[src/pdb_consts.vh]
// constants for the dead-band and restart control block
`ifndef PDB_CONSTS_VH
`define PDB_CONSTS_VH

// ==========================================================
// register byte offsets on the apb bus
`define PDB_OFS_PWM_CTRL      8'h00
`define PDB_OFS_SHDN_CTRL     8'h04
`define PDB_OFS_IRQ_STATUS    8'h08
`define PDB_OFS_IRQ_MASK      8'h0C

// ==========================================================
// reset values
`define PDB_RST_PWM_CTRL      8'h00
`define PDB_RST_SHDN_CTRL     8'h00
`define PDB_RST_IRQ_STATUS    2'h0
`define PDB_RST_IRQ_MASK      2'h0

// ==========================================================
// enhanced_pwm_control fields
`define PDB_BIT_RESTART_EN    7
`define PDB_DB_MSB            6
`define PDB_DB_W              7

// ==========================================================
// auto_shutdown_control fields
`define PDB_BIT_SHDN_FLAG     7
`define PDB_SRC_MSB           6
`define PDB_SRC_LSB           4
`define PDB_PRI_ST_MSB        3
`define PDB_PRI_ST_LSB        2
`define PDB_CMP_ST_MSB        1
`define PDB_CMP_ST_LSB        0

// ==========================================================
// interrupt status / mask layout
`define PDB_IRQ_W             2
`define PDB_IRQ_SHDN          0
`define PDB_IRQ_RESUME        1

// ==========================================================
// timing: oscillator periods per instruction cycle
`define PDB_TOSC_PER_TCY      4
`define PDB_PRE_W             2

`endif

[src/pdb_deadband.v]
// turn-on delay counter for one bridge output
`timescale 1ns/1ns
`include "pdb_consts.vh"
`default_nettype none

module pdb_deadband (
    input  wire                   clk,
    input  wire                   rst_n,
    input  wire                   target,  // wanted active level
    input  wire                   tick,    // one per instruction cycle
    input  wire [`PDB_DB_W-1:0]   count,   // delay in instruction cycles
    output reg                    active   // delayed active level
);

    reg                 prev_q;  // target one cycle ago
    reg                 busy_q;  // delay running
    reg [`PDB_DB_W-1:0] cnt_q;   // remaining instruction cycles

    wire rise = target & ~prev_q;

    // ==========================================================
    // delay only inactive-to-active; drop at once on turn-off
    always @(posedge clk or negedge rst_n) begin
        if (!rst_n) begin
            prev_q <= 1'b0;
            busy_q <= 1'b0;
            cnt_q  <= {`PDB_DB_W{1'b0}};
            active <= 1'b0;
        end else begin
            prev_q <= target;
            if (!target) begin
                // turn-off is never delayed; a pending delay dies here,
                // so a count longer than the pulse keeps it inactive
                busy_q <= 1'b0;
                active <= 1'b0;
            end else if (rise) begin
                cnt_q <= count;
                if (count == {`PDB_DB_W{1'b0}}) begin
                    active <= 1'b1;
                    busy_q <= 1'b0;
                end else begin
                    busy_q <= 1'b1;
                end
            end else if (busy_q && tick) begin
                // counting instruction cycles, not clock edges
                if (cnt_q == {{(`PDB_DB_W-1){1'b0}}, 1'b1}) begin
                    busy_q <= 1'b0;
                    active <= 1'b1;
                end
                cnt_q <= cnt_q - {{(`PDB_DB_W-1){1'b0}}, 1'b1};
            end
        end
    end

endmodule // pdb_deadband
`default_nettype wire

[src/pdb_sync.v]
// three-stage synchroniser with agreement filter for a pin input
`timescale 1ns/1ns
`default_nettype none

module pdb_sync (
    input  wire clk,
    input  wire rst_n,
    input  wire din,
    output reg  dout
);

    reg s1_q; // first stage, read only by s2_q
    reg s2_q; // second stage
    reg s3_q; // third stage

    // ==========================================================
    // shift chain; output moves once stages two and three agree
    always @(posedge clk or negedge rst_n) begin
        if (!rst_n) begin
            s1_q <= 1'b0;
            s2_q <= 1'b0;
            s3_q <= 1'b0;
            dout <= 1'b0;
        end else begin
            s1_q <= din;
            s2_q <= s1_q;
            s3_q <= s2_q;
            // a one-cycle glitch never reaches the output
            if (s2_q == s3_q) begin
                dout <= s3_q;
            end
        end
    end

endmodule // pdb_sync
`default_nettype wire

[src/pdb_top.v]
// half-bridge dead-band and auto-restart control with apb registers
`timescale 1ns/1ns
`include "pdb_consts.vh"
`default_nettype none

module pdb_top (
    input  wire        clk,
    input  wire        rst_n,
    // apb slave
    input  wire        psel,
    input  wire        penable,
    input  wire        pwrite,
    input  wire [7:0]  paddr,
    input  wire [31:0] pwdata,
    output reg  [31:0] prdata,
    output reg         pready,
    output reg         pslverr,
    // from the period and duty generator, same clock
    input  wire        pwm_raw,
    input  wire        period_start,
    // external shutdown condition pin, active high
    input  wire        shutdown_in,
    // bridge outputs
    output reg         pwm_out_primary,
    output reg         pwm_out_primary_oe,
    output reg         pwm_out_complement,
    output reg         pwm_out_complement_oe,
    output reg         irq
);

    // ==========================================================
    // reset release
    reg rst_s1_q;  // first reset stage
    reg rst_s2_q;  // released reset used by the whole block

    // release is synchronous, assertion stays asynchronous
    always @(posedge clk or negedge rst_n) begin
        if (!rst_n) begin
            rst_s1_q <= 1'b0;
            rst_s2_q <= 1'b0;
        end else begin
            rst_s1_q <= 1'b1;
            rst_s2_q <= rst_s1_q;
        end
    end

    // every other process takes its reset from this released copy
    wire rst_i_n = rst_s2_q;

    // ==========================================================
    // registers
    reg [7:0]            pwm_ctrl_q;   // enhanced_pwm_control
    reg [6:0]            shdn_cfg_q;   // auto_shutdown_control low bits
    reg                  shdn_flag_q;  // shutdown_event_flag
    // status and mask share one layout: shutdown bit 0, resume bit 1
    reg [`PDB_IRQ_W-1:0] irq_stat_q;   // sticky events
    reg [`PDB_IRQ_W-1:0] irq_mask_q;   // interrupt enables
    reg [`PDB_IRQ_W-1:0] rd_clr_q;     // status bits handed to a read
    reg                  rd_stat_q;    // pending read of status

    wire                 auto_restart_enable = pwm_ctrl_q[`PDB_BIT_RESTART_EN];
    wire [`PDB_DB_W-1:0] deadband_count = pwm_ctrl_q[`PDB_DB_MSB:0];

    // ==========================================================
    // apb decode
    wire apb_acc   = psel & penable;
    wire apb_cap   = apb_acc & ~pready;   // first access cycle
    wire apb_done  = apb_acc & pready;    // completing edge
    wire wr_done   = apb_done & pwrite & ~pslverr;
    wire ofs_ctrl  = (paddr == `PDB_OFS_PWM_CTRL);
    wire ofs_shdn  = (paddr == `PDB_OFS_SHDN_CTRL);
    wire ofs_stat  = (paddr == `PDB_OFS_IRQ_STATUS);
    wire ofs_mask  = (paddr == `PDB_OFS_IRQ_MASK);
    wire mapped    = ofs_ctrl | ofs_shdn | ofs_stat | ofs_mask;

    // read mux, upper bits read as zero
    reg [31:0] rd_mux;
    always @* begin
        rd_mux = 32'h0000_0000;
        case (paddr)
            `PDB_OFS_PWM_CTRL:   rd_mux = {24'h00_0000, pwm_ctrl_q};
            `PDB_OFS_SHDN_CTRL:  rd_mux = {24'h00_0000, shdn_flag_q,
                                           shdn_cfg_q};
            `PDB_OFS_IRQ_STATUS: rd_mux = {30'h0000_0000, irq_stat_q};
            `PDB_OFS_IRQ_MASK:   rd_mux = {30'h0000_0000, irq_mask_q};
            default:             rd_mux = 32'h0000_0000;
        endcase
    end

    // ==========================================================
    // apb handshake: one wait state, data captured before ready
    always @(posedge clk or negedge rst_i_n) begin
        if (!rst_i_n) begin
            pready    <= 1'b0;
            pslverr   <= 1'b0;
            prdata    <= 32'h0000_0000;
            rd_clr_q  <= {`PDB_IRQ_W{1'b0}};
            rd_stat_q <= 1'b0;
        end else if (apb_cap) begin
            pready    <= 1'b1;
            pslverr   <= ~mapped;               // unmapped answers error
            prdata    <= pwrite ? 32'h0000_0000 : rd_mux;
            rd_clr_q  <= irq_stat_q;
            rd_stat_q <= ~pwrite & ofs_stat;
        end else begin
            // ready and error last exactly one cycle
            pready    <= 1'b0;
            pslverr   <= 1'b0;
            rd_stat_q <= 1'b0;
        end
    end

    // ==========================================================
    // plain control registers; the flag keeps its own process
    localparam [7:0] SHDN_RST = `PDB_RST_SHDN_CTRL; // flag over config
    always @(posedge clk or negedge rst_i_n) begin
        if (!rst_i_n) begin
            pwm_ctrl_q <= `PDB_RST_PWM_CTRL;
            shdn_cfg_q <= SHDN_RST[6:0];
            irq_mask_q <= `PDB_RST_IRQ_MASK;
        end else if (wr_done) begin
            if (ofs_ctrl) begin
                pwm_ctrl_q <= pwdata[7:0];
            end
            if (ofs_shdn) begin
                shdn_cfg_q <= pwdata[6:0];
            end
            if (ofs_mask) begin
                irq_mask_q <= pwdata[`PDB_IRQ_W-1:0];
            end
        end
    end

    // ==========================================================
    // shutdown condition
    wire shdn_pin_s;  // filtered pin level

    pdb_sync u_sync (
        .clk   (clk),
        .rst_n (rst_i_n),
        .din   (shutdown_in),
        .dout  (shdn_pin_s)
    );

    // any source selection other than all-zero arms the pin; the
    // individual source kinds live outside this block
    // the shutdown-state bits below the source field never arm it
    wire src_armed = |shdn_cfg_q[`PDB_SRC_MSB:`PDB_SRC_LSB];
    wire shdn_cond = src_armed & shdn_pin_s;  // level, not edge
    wire flag_wr   = wr_done & ofs_shdn;
    wire flag_wval = pwdata[`PDB_BIT_SHDN_FLAG];

    // ==========================================================
    // shutdown_event_flag: set by condition or firmware
    always @(posedge clk or negedge rst_i_n) begin
        if (!rst_i_n) begin
            shdn_flag_q <= SHDN_RST[`PDB_BIT_SHDN_FLAG];
        end else if (shdn_cond) begin
            // condition wins over any clear while it persists
            shdn_flag_q <= 1'b1;
        end else if (flag_wr) begin
            // firmware may force or clear the flag
            shdn_flag_q <= flag_wval;
        end else if (auto_restart_enable) begin
            // condition gone: hardware clears by itself
            shdn_flag_q <= 1'b0;
        end
    end

    // ==========================================================
    // run state: resume waits for the next period start
    reg run_q;   // bridge outputs follow the pwm
    reg run_d;

    always @* begin
        run_d = run_q;
        if (shdn_flag_q) begin
            run_d = 1'b0;
        end else if (period_start) begin
            run_d = 1'b1;
        end
    end

    always @(posedge clk or negedge rst_i_n) begin
        if (!rst_i_n) begin
            run_q <= 1'b0;
        end else begin
            run_q <= run_d;
        end
    end

    // ==========================================================
    // instruction-cycle tick: one clock in four
    reg [`PDB_PRE_W-1:0] pre_q;  // oscillator period counter
    reg                  tick_q; // one-cycle instruction tick

    // phase runs free from reset, so a delay may start anywhere in it
    // and a turn-on may come up to three clocks before its nominal time
    localparam integer          PRE_LAST_I = `PDB_TOSC_PER_TCY - 1;
    localparam [`PDB_PRE_W-1:0] PRE_LAST   = PRE_LAST_I[`PDB_PRE_W-1:0];

    always @(posedge clk or negedge rst_i_n) begin
        if (!rst_i_n) begin
            pre_q  <= {`PDB_PRE_W{1'b0}};
            tick_q <= 1'b0;
        end else begin
            tick_q <= (pre_q == PRE_LAST);
            if (pre_q == PRE_LAST) begin
                pre_q <= {`PDB_PRE_W{1'b0}};
            end else begin
                pre_q <= pre_q + {{(`PDB_PRE_W-1){1'b0}}, 1'b1};
            end
        end
    end

    // ==========================================================
    // per-output dead-band stages
    wire [1:0] tgt;    // wanted active levels, primary first
    wire [1:0] dly;    // delayed active levels

    // primary follows the pwm, second its complement
    assign tgt[0] = run_q & pwm_raw;
    assign tgt[1] = run_q & ~pwm_raw;

    genvar gi;
    generate
        for (gi = 0; gi < 2; gi = gi + 1) begin : g_db
            pdb_deadband u_db (
                .clk    (clk),
                .rst_n  (rst_i_n),
                .target (tgt[gi]),
                .tick   (tick_q),
                .count  (deadband_count),
                .active (dly[gi])
            );
        end
    endgenerate

    // ==========================================================
    // output stage with shutdown states
    wire [1:0] pri_st = shdn_cfg_q[`PDB_PRI_ST_MSB:`PDB_PRI_ST_LSB];
    wire [1:0] cmp_st = shdn_cfg_q[`PDB_CMP_ST_MSB:`PDB_CMP_ST_LSB];

    // in shutdown the pins take the programmed state at once;
    // drivers are released in reset, polarity is active high
    // a floated pin is left to the board's pull resistor
    always @(posedge clk or negedge rst_i_n) begin
        if (!rst_i_n) begin
            pwm_out_primary       <= 1'b0;
            pwm_out_primary_oe    <= 1'b0;
            pwm_out_complement    <= 1'b0;
            pwm_out_complement_oe <= 1'b0;
        end else if (shdn_flag_q || shdn_cond) begin
            pwm_out_primary       <= pri_st[0];
            pwm_out_primary_oe    <= ~pri_st[1];  // 1x floats the pin
            pwm_out_complement    <= cmp_st[0];
            pwm_out_complement_oe <= ~cmp_st[1];
        end else begin
            pwm_out_primary       <= dly[0];
            pwm_out_primary_oe    <= 1'b1;
            pwm_out_complement    <= dly[1];
            pwm_out_complement_oe <= 1'b1;
        end
    end

    // ==========================================================
    // interrupts: shutdown entry and pwm resume events
    reg flag_prev_q;  // flag one cycle ago
    reg run_prev_q;   // run one cycle ago

    wire [`PDB_IRQ_W-1:0] ev_set = {run_q & ~run_prev_q,
                                    shdn_flag_q & ~flag_prev_q};
    wire [`PDB_IRQ_W-1:0] ev_clr = rd_stat_q & apb_done ?
                                   rd_clr_q : {`PDB_IRQ_W{1'b0}};

    // read clears only what it reported; new events win
    // irq takes the next status value, so it moves with the bits
    always @(posedge clk or negedge rst_i_n) begin
        if (!rst_i_n) begin
            flag_prev_q <= 1'b0;
            run_prev_q  <= 1'b0;
            irq_stat_q  <= `PDB_RST_IRQ_STATUS;
            irq         <= 1'b0;
        end else begin
            flag_prev_q <= shdn_flag_q;
            run_prev_q  <= run_q;
            irq_stat_q  <= (irq_stat_q & ~ev_clr) | ev_set;
            irq         <= |(((irq_stat_q & ~ev_clr) | ev_set) &
                             irq_mask_q);
        end
    end

endmodule // pdb_top
`default_nettype wire

[config.mk]
export PLATFORM = sky130hd
export DESIGN_NAME = pdb_top
export DESIGN_NICKNAME = d
export VERILOG_FILES = /design/src/pdb_deadband.v /design/src/pdb_sync.v /design/src/pdb_top.v
export VERILOG_INCLUDE_DIRS = /design/src
export SDC_FILE = /design/constraint.sdc
export NUM_CORES = 1
export LEC_CHECK = 0
export BUFFER_PORTS_ARGS = -buffer_cell sky130_fd_sc_hd__clkbuf_2
export CORE_ASPECT_RATIO = 2
export CORE_UTILIZATION = 55
export CTS_BUF_LIST = sky130_fd_sc_hd__clkbuf_16
export DETAILED_ROUTE_END_ITERATION = 8
export GPL_ROUTABILITY_DRIVEN = 0
export PLACE_DENSITY_LB_ADDON = 0.25
export SLEW_MARGIN = 20
export SYNTH_ARGS = -nofsm -noshare
export SYNTH_HDL_FRONTEND = slang
export SYNTH_SLANG_ARGS = --single-unit
[constraint.sdc]
create_clock -name clk -period 3.1 [get_ports clk]
set_input_delay 0.155 -clock clk [delete_from_list [all_inputs] [get_ports clk]]
set_output_delay 0.155 -clock clk [all_outputs]
set_load 0.01 [all_outputs]
Yosys cells after proc, flatten, opt, wreduce, memory -nomap -nowiden --
Index checks and enable logic that the tools add are counted.
Cells by class: add/subtract/negate cells 3, multiply operators 0, div/mod/pow operators 0, order comparisons 0, equality and inequality tests 13, shift operators 0, multiplexer cells 38, bitwise gates (word level) 33, reduce and logical (&&, ||, !) cells 20
Operators by type and width (count):
- two-way mux 32 bit | 1
- one-hot mux 8 bit (4 select lines) | 1
- two-way mux 1 bit | 30
- two-way mux 7 bit | 4
- != test 3 bit, second input constant | 6
- == test 8 x 4 -> 1 bit, second input constant | 2
- bitwise AND 1 bit | 15
- == test 7 x 1 -> 1 bit, second input constant | 2
- AND reduction 2 bit | 7
- subtractor 7 x 1 -> 7 bit, second input constant | 2
- inverter 1 bit | 11
- == test 8 x 3 -> 1 bit, second input constant | 1
- logical NOT 8 bit | 1
- logical NOT 7 bit | 1
- AND reduction 3 bit | 2
- nonzero test 2 bit | 3
- bitwise AND 2 bit | 2
- two-way mux 2 bit | 2
- OR 1 bit | 3
- nonzero test 3 bit | 1
- OR reduction 3 bit | 1
- adder 2 x 1 -> 2 bit, second input constant | 1
- == test 2 bit, second input constant | 1
- logical AND 1 bit | 2
- 5 further kinds | 5
Storage, ports and cells: register bits after elaboration 94, bits in latches 0, bits in writable memories 0, memory bits (read-only) 0, input bits 48, word-level logic and storage cells 141, memories kept 0

Depth between registers and ports, before layout --
depth in word-level cells 9, depth in mapped cells 6, gate-level depth less buffers 6

By module --
From an unflattened synthesis, not the netlist that was laid out.
Second synthesis, totals: cells, all modules 308, area total of the unflattened synthesis 3512.1 um^2
By module, submodules not included:
- pdb_top | instances 1, cells each 167, area each 2114.5 um^2, seq. area each 1151.1 um^2
- pdb_deadband | instances 2, cells each 68, area each 643.1 um^2, seq. area each 250.2 um^2
- pdb_sync | instances 1, cells each 5, area each 111.4 um^2, seq. area each 100.1 um^2

Worst setup path after synthesis --
No wires, ideal clock.
path type reg-to-reg, from register pslverr, to register pwm_ctrl_q[0], arrival 1698 ps, required time 2975 ps, slack 1277 ps, stages on the path, launching flop included 5, path buffers 1, clock period less this slack 1823 ps, cells stage by stage dfrtp_1 -> or3b_2 -> or4_4 -> buf_6 -> mux2_4
Between the ends: word-level cells in the longest chain between the ends 3
RTL lines:
- start, declared | RTL line pdb_top.v:17 | output reg pslverr,
- start signal, assigned | RTL line pdb_top.v:101 | pslverr <= ~mapped;
- inverter 1 bit | RTL line pdb_top.v:69 | wire wr_done = apb_done & pwrite & ~pslverr;
- bitwise AND 1 bit | RTL line pdb_top.v:69
- AND reduction 2 bit (no line)
- end signal, assigned | RTL line pdb_top.v:118 | pwm_ctrl_q <= `PDB_RST_PWM_CTRL;
- end signal, assigned | RTL line pdb_top.v:123 | pwm_ctrl_q <= pwdata[7:0];
- end, declared | RTL line pdb_top.v:52 | reg [7:0] pwm_ctrl_q;
Every way passes these cells. A chain may end at the register's enable or synchronous reset.

Worst setup path in the final report --
from register pslverr, to register pwm_ctrl_q[5]
Same word-level chain as after synthesis.

==> results.yml <==
clock_tree:
  clock_latency_ns: 0.33
  cts_max_level: 3
  cts_tree: "done"
  clock_sinks: 70
  cts.clk_slew.worst_paths_ns: 0.05
  clock-root-buffer: "clkbuf_16"
  cts_max_path_buffers: 2
  ctsResizeCount: 0
  cts_made_buffers: 9
power_and_ir_drop:
  peakVddDrop_mv: 0.382
  internal_power_w: 0.00177
  p_leak_nw: 1.90
  p_clk_share_pct: 44.9
  p_seq_share_pct: 45.1
  finalPower_w: 0.00236
  p_comb_share_pct: 10.0
  switching_power_w: 0.000586
  powerDensity_mw_per_mm2: 617
  switching_share_pct: 24.9
critical_path:
  worst_r2r_endpoint: "pwm_ctrl_q[5]"
  worstPathMaxFanout: 9
  cp_num_cells: 3
  cp_slowest_stage_delay_ns: 0.55
  critPathRequiredTime_ns: 3.31
  crit_slowest_cell: "or4_4"
  r2r_cells: 3
  cp-end-kind: "flip-flop"
  cp.arrival_ns: 2.07
  r2r_start: "pslverr"
  path_class: "flip-flop to flip-flop"
  crit_start: "pslverr"
  critPathBufInv: 0
  path_cells: "or3b_2, or4_4, mux2_4"
  r2r_slack_ns: 1.25
  crit_path_end: "pwm_ctrl_q[5]"
  crit_family: "simple AND/OR/NAND/NOR gates"
  crit_path_start_kind: "flip-flop"
logic_synthesis:
  postSynthCellCount: 302
  synthTopCellsByCount: "dfrtp_1 (70), nand2_1 (37), buf_4 (24)"
  syn_area_per_cell_sq_um: 11.0
  synth_warnings: 0
  ys_ff_latch: 70
  yosys.area.top_type_share_pct: 52.7
  ys_seq_area_share_pct: 52.7
  yosysMostFrequentCell: "dfrtp_1"
  syn_area_sq_mm: 0.00332
  synth_enable_flop_cells: 0
  synth_top_cell_by_area: "dfrtp_1"
  synth_flop_cell: "dfrtp_1"
  async_flop_share_pct: 100
  synthTopCellsByArea: "dfrtp_1 (53%), buf_4 (5.4%), nand2_1 (4.2%)"
  synth_cell_types: 51
floorplanning:
  die_y_um: 112
  io_pins: 87
  start_util_pct: 57.7
  coreArea_sq_mm: 0.00576
  die_x_um: 57.0
  row_count: 39
  die_area_sq_mm: 0.00638
grt:
  grt_usage_pct: 24.5
  grt_pass1_vias: 2460
  grt_max_degree: 42
  antenna_found_initial: 0
  grt-ovfl-total: 0
  grt_pass1_wl_um: 11600
finish:
  drive_above_1_share_pct: 23.1
  stdcell_area_sq_mm: 0.00381
  diodes: 0
  area_growth_pct: 14.8
  fin_cells: 412
  fin_nets: 400
timing:
  setup_tns_ns: 0
  min_period_over_period_pct: 59.7
  hold_viol_final: 0
  skew_ns: 0.00403
  worst_slew_pin_slew_ns: 0.683
  final-setup-viol-count: 0
  maxSlewHeadroom_pct: 54.1
  finalCriticalPeriod_ns: 1.85
  rsz0062_at_grt: "false"
  max_freq_mhz: 540
  slew_viol_final: 0
hold_path:
  min_delay_path_depth: 3
  hold_class: "primary input to flip-flop"
routing:
  drtIter0Drc: 111
  drcViolationCount: 9
  ant_nets: 0
  routed_wl_um: 7020
  vias: 2371
  vias_per_cell: 5.75
  firstDrtPassIters: 6
  wl_per_cell_um: 17.0
run_status:
  status: "finished with violations"
  violations: "design-rule violations"
placed_design:
  place_inst: 395
  placed_cell_area_sq_mm: 0.00349
  dp_hpwl_um: 5050
  port-buffer-count: 38
flow_run:
  cap_violations: 0
-- worst reg2reg max path: stages (launching register included) --
cell and delay, ns:
dfrtp_1 0.40, or3b_2 0.44, or4_4 0.55, mux2_4 0.34
-- through the flow --
| step | utilization, % | hold slack [ns] | setup slack, ns |
|---|---|---|---|
| final | 66.3 | 0.0476 | 1.25 |
| after global routing | 66.3 | 0.0494 | 1.15 |
| after CTS | 66.3 | 0.0387 | 1.26 |
| after detailed placement | 60.6 | -0.0587 | 1.11 |
| after global placement | 60.6 | -0.0585 | 1.11 |
| after floorplan | - | -0.141 | 1.01 |
-- what timing repair did --
| item | in CTS | in global routing |
|---|---|---|
| setup buffers | 0 | 0 |
| hold buffers | 2 | 0 |
| hold endpoints to repair | 3 | 0 |
-- power by group through the flow --
stage / logic (W) / registers, W / clock network (W)
2_1_floorplan: 0.000187 / 0.00106 / 0
3_3_place_gp: 0.000225 / 0.00107 / 0
3_5_place_dp: 0.000234 / 0.00108 / 0
4_1_cts: 0.000237 / 0.00106 / 0.00107
5_1_grt: 0.000264 / 0.00107 / 0.00111
6_report: 0.000236 / 0.00106 / 0.00106
-- logic make-up after synthesis --
kind of cell / Yosys count / share of synthesized area [%]
AOI/OAI and AO/OA: 52 / 9.75
xor gates and xnor gates: 3 / 0.791
adders and majority gates: 6 / 2.18
buffers and inverters: 43 / 7.79
DFF: 70 / 52.7
muxes: 28 / 10.6
other: 2 / 0.226
and+or+nand+nor: 98 / 15.9
-- sequential cells by signal, summed over array words and instances, names as in the netlist, 2 cells and up --
name,count
g_db.u_db.cnt_q,14
prdata,8
pwm_ctrl_q,8
shdn_cfg_q,7
g_db.u_db.active,2
g_db.u_db.busy_q,2
g_db.u_db.prev_q,2
irq_mask_q,2
irq_stat_q,2
pre_q,2
rd_clr_q,2
-- how the worst min path moves through the flow --
stage               end  slack (ns)         start
5_1_grt           run_q        0.05  period_start
6_report          run_q        0.05  period_start
3_3_place_gp   rst_s1_q       -0.06         rst_n
4_1_cts           run_q        0.04  period_start
3_5_place_dp   rst_s1_q       -0.06         rst_n
2_1_floorplan   rst_i_n       -0.14         rst_n
-- cells in the final DEF, fill, tap and decap left out, drive strengths merged, types with 3 or more instances in the layout --
master,count
dfrtp,70
nor3b,3
conb,25
mux2,17
a22o,6
or3,3
or4,4
a21oi,11
clkbuf,47
nor3,6
a22oi,3
o21ai,20
mux2i,9
ha,5
clkinv,3
nor2,20
inv,13
nor4,4
nand2,37
nand4,4
-- per-layer routing --
metal  up-vias  GRT usage (%)  part of all wire, %
met5         -              0                    0
met4         0           13.3                  2.9
met3        15           5.69                  3.6
met2        67           42.7                   56
met1      1183           26.6                   38
li1       1106              -                    -
-- layout make-up --
class	instances	area (sq um)
fillers	463	1940
flip-flops and latches	70	1750
multi-input cells	212	1400
repair buffers	42	238
clock buffers	9	225
clock inverters	6	78.8
well taps	61	76.3
inverters	12	45.0
(Power assumes the default switching activity.)
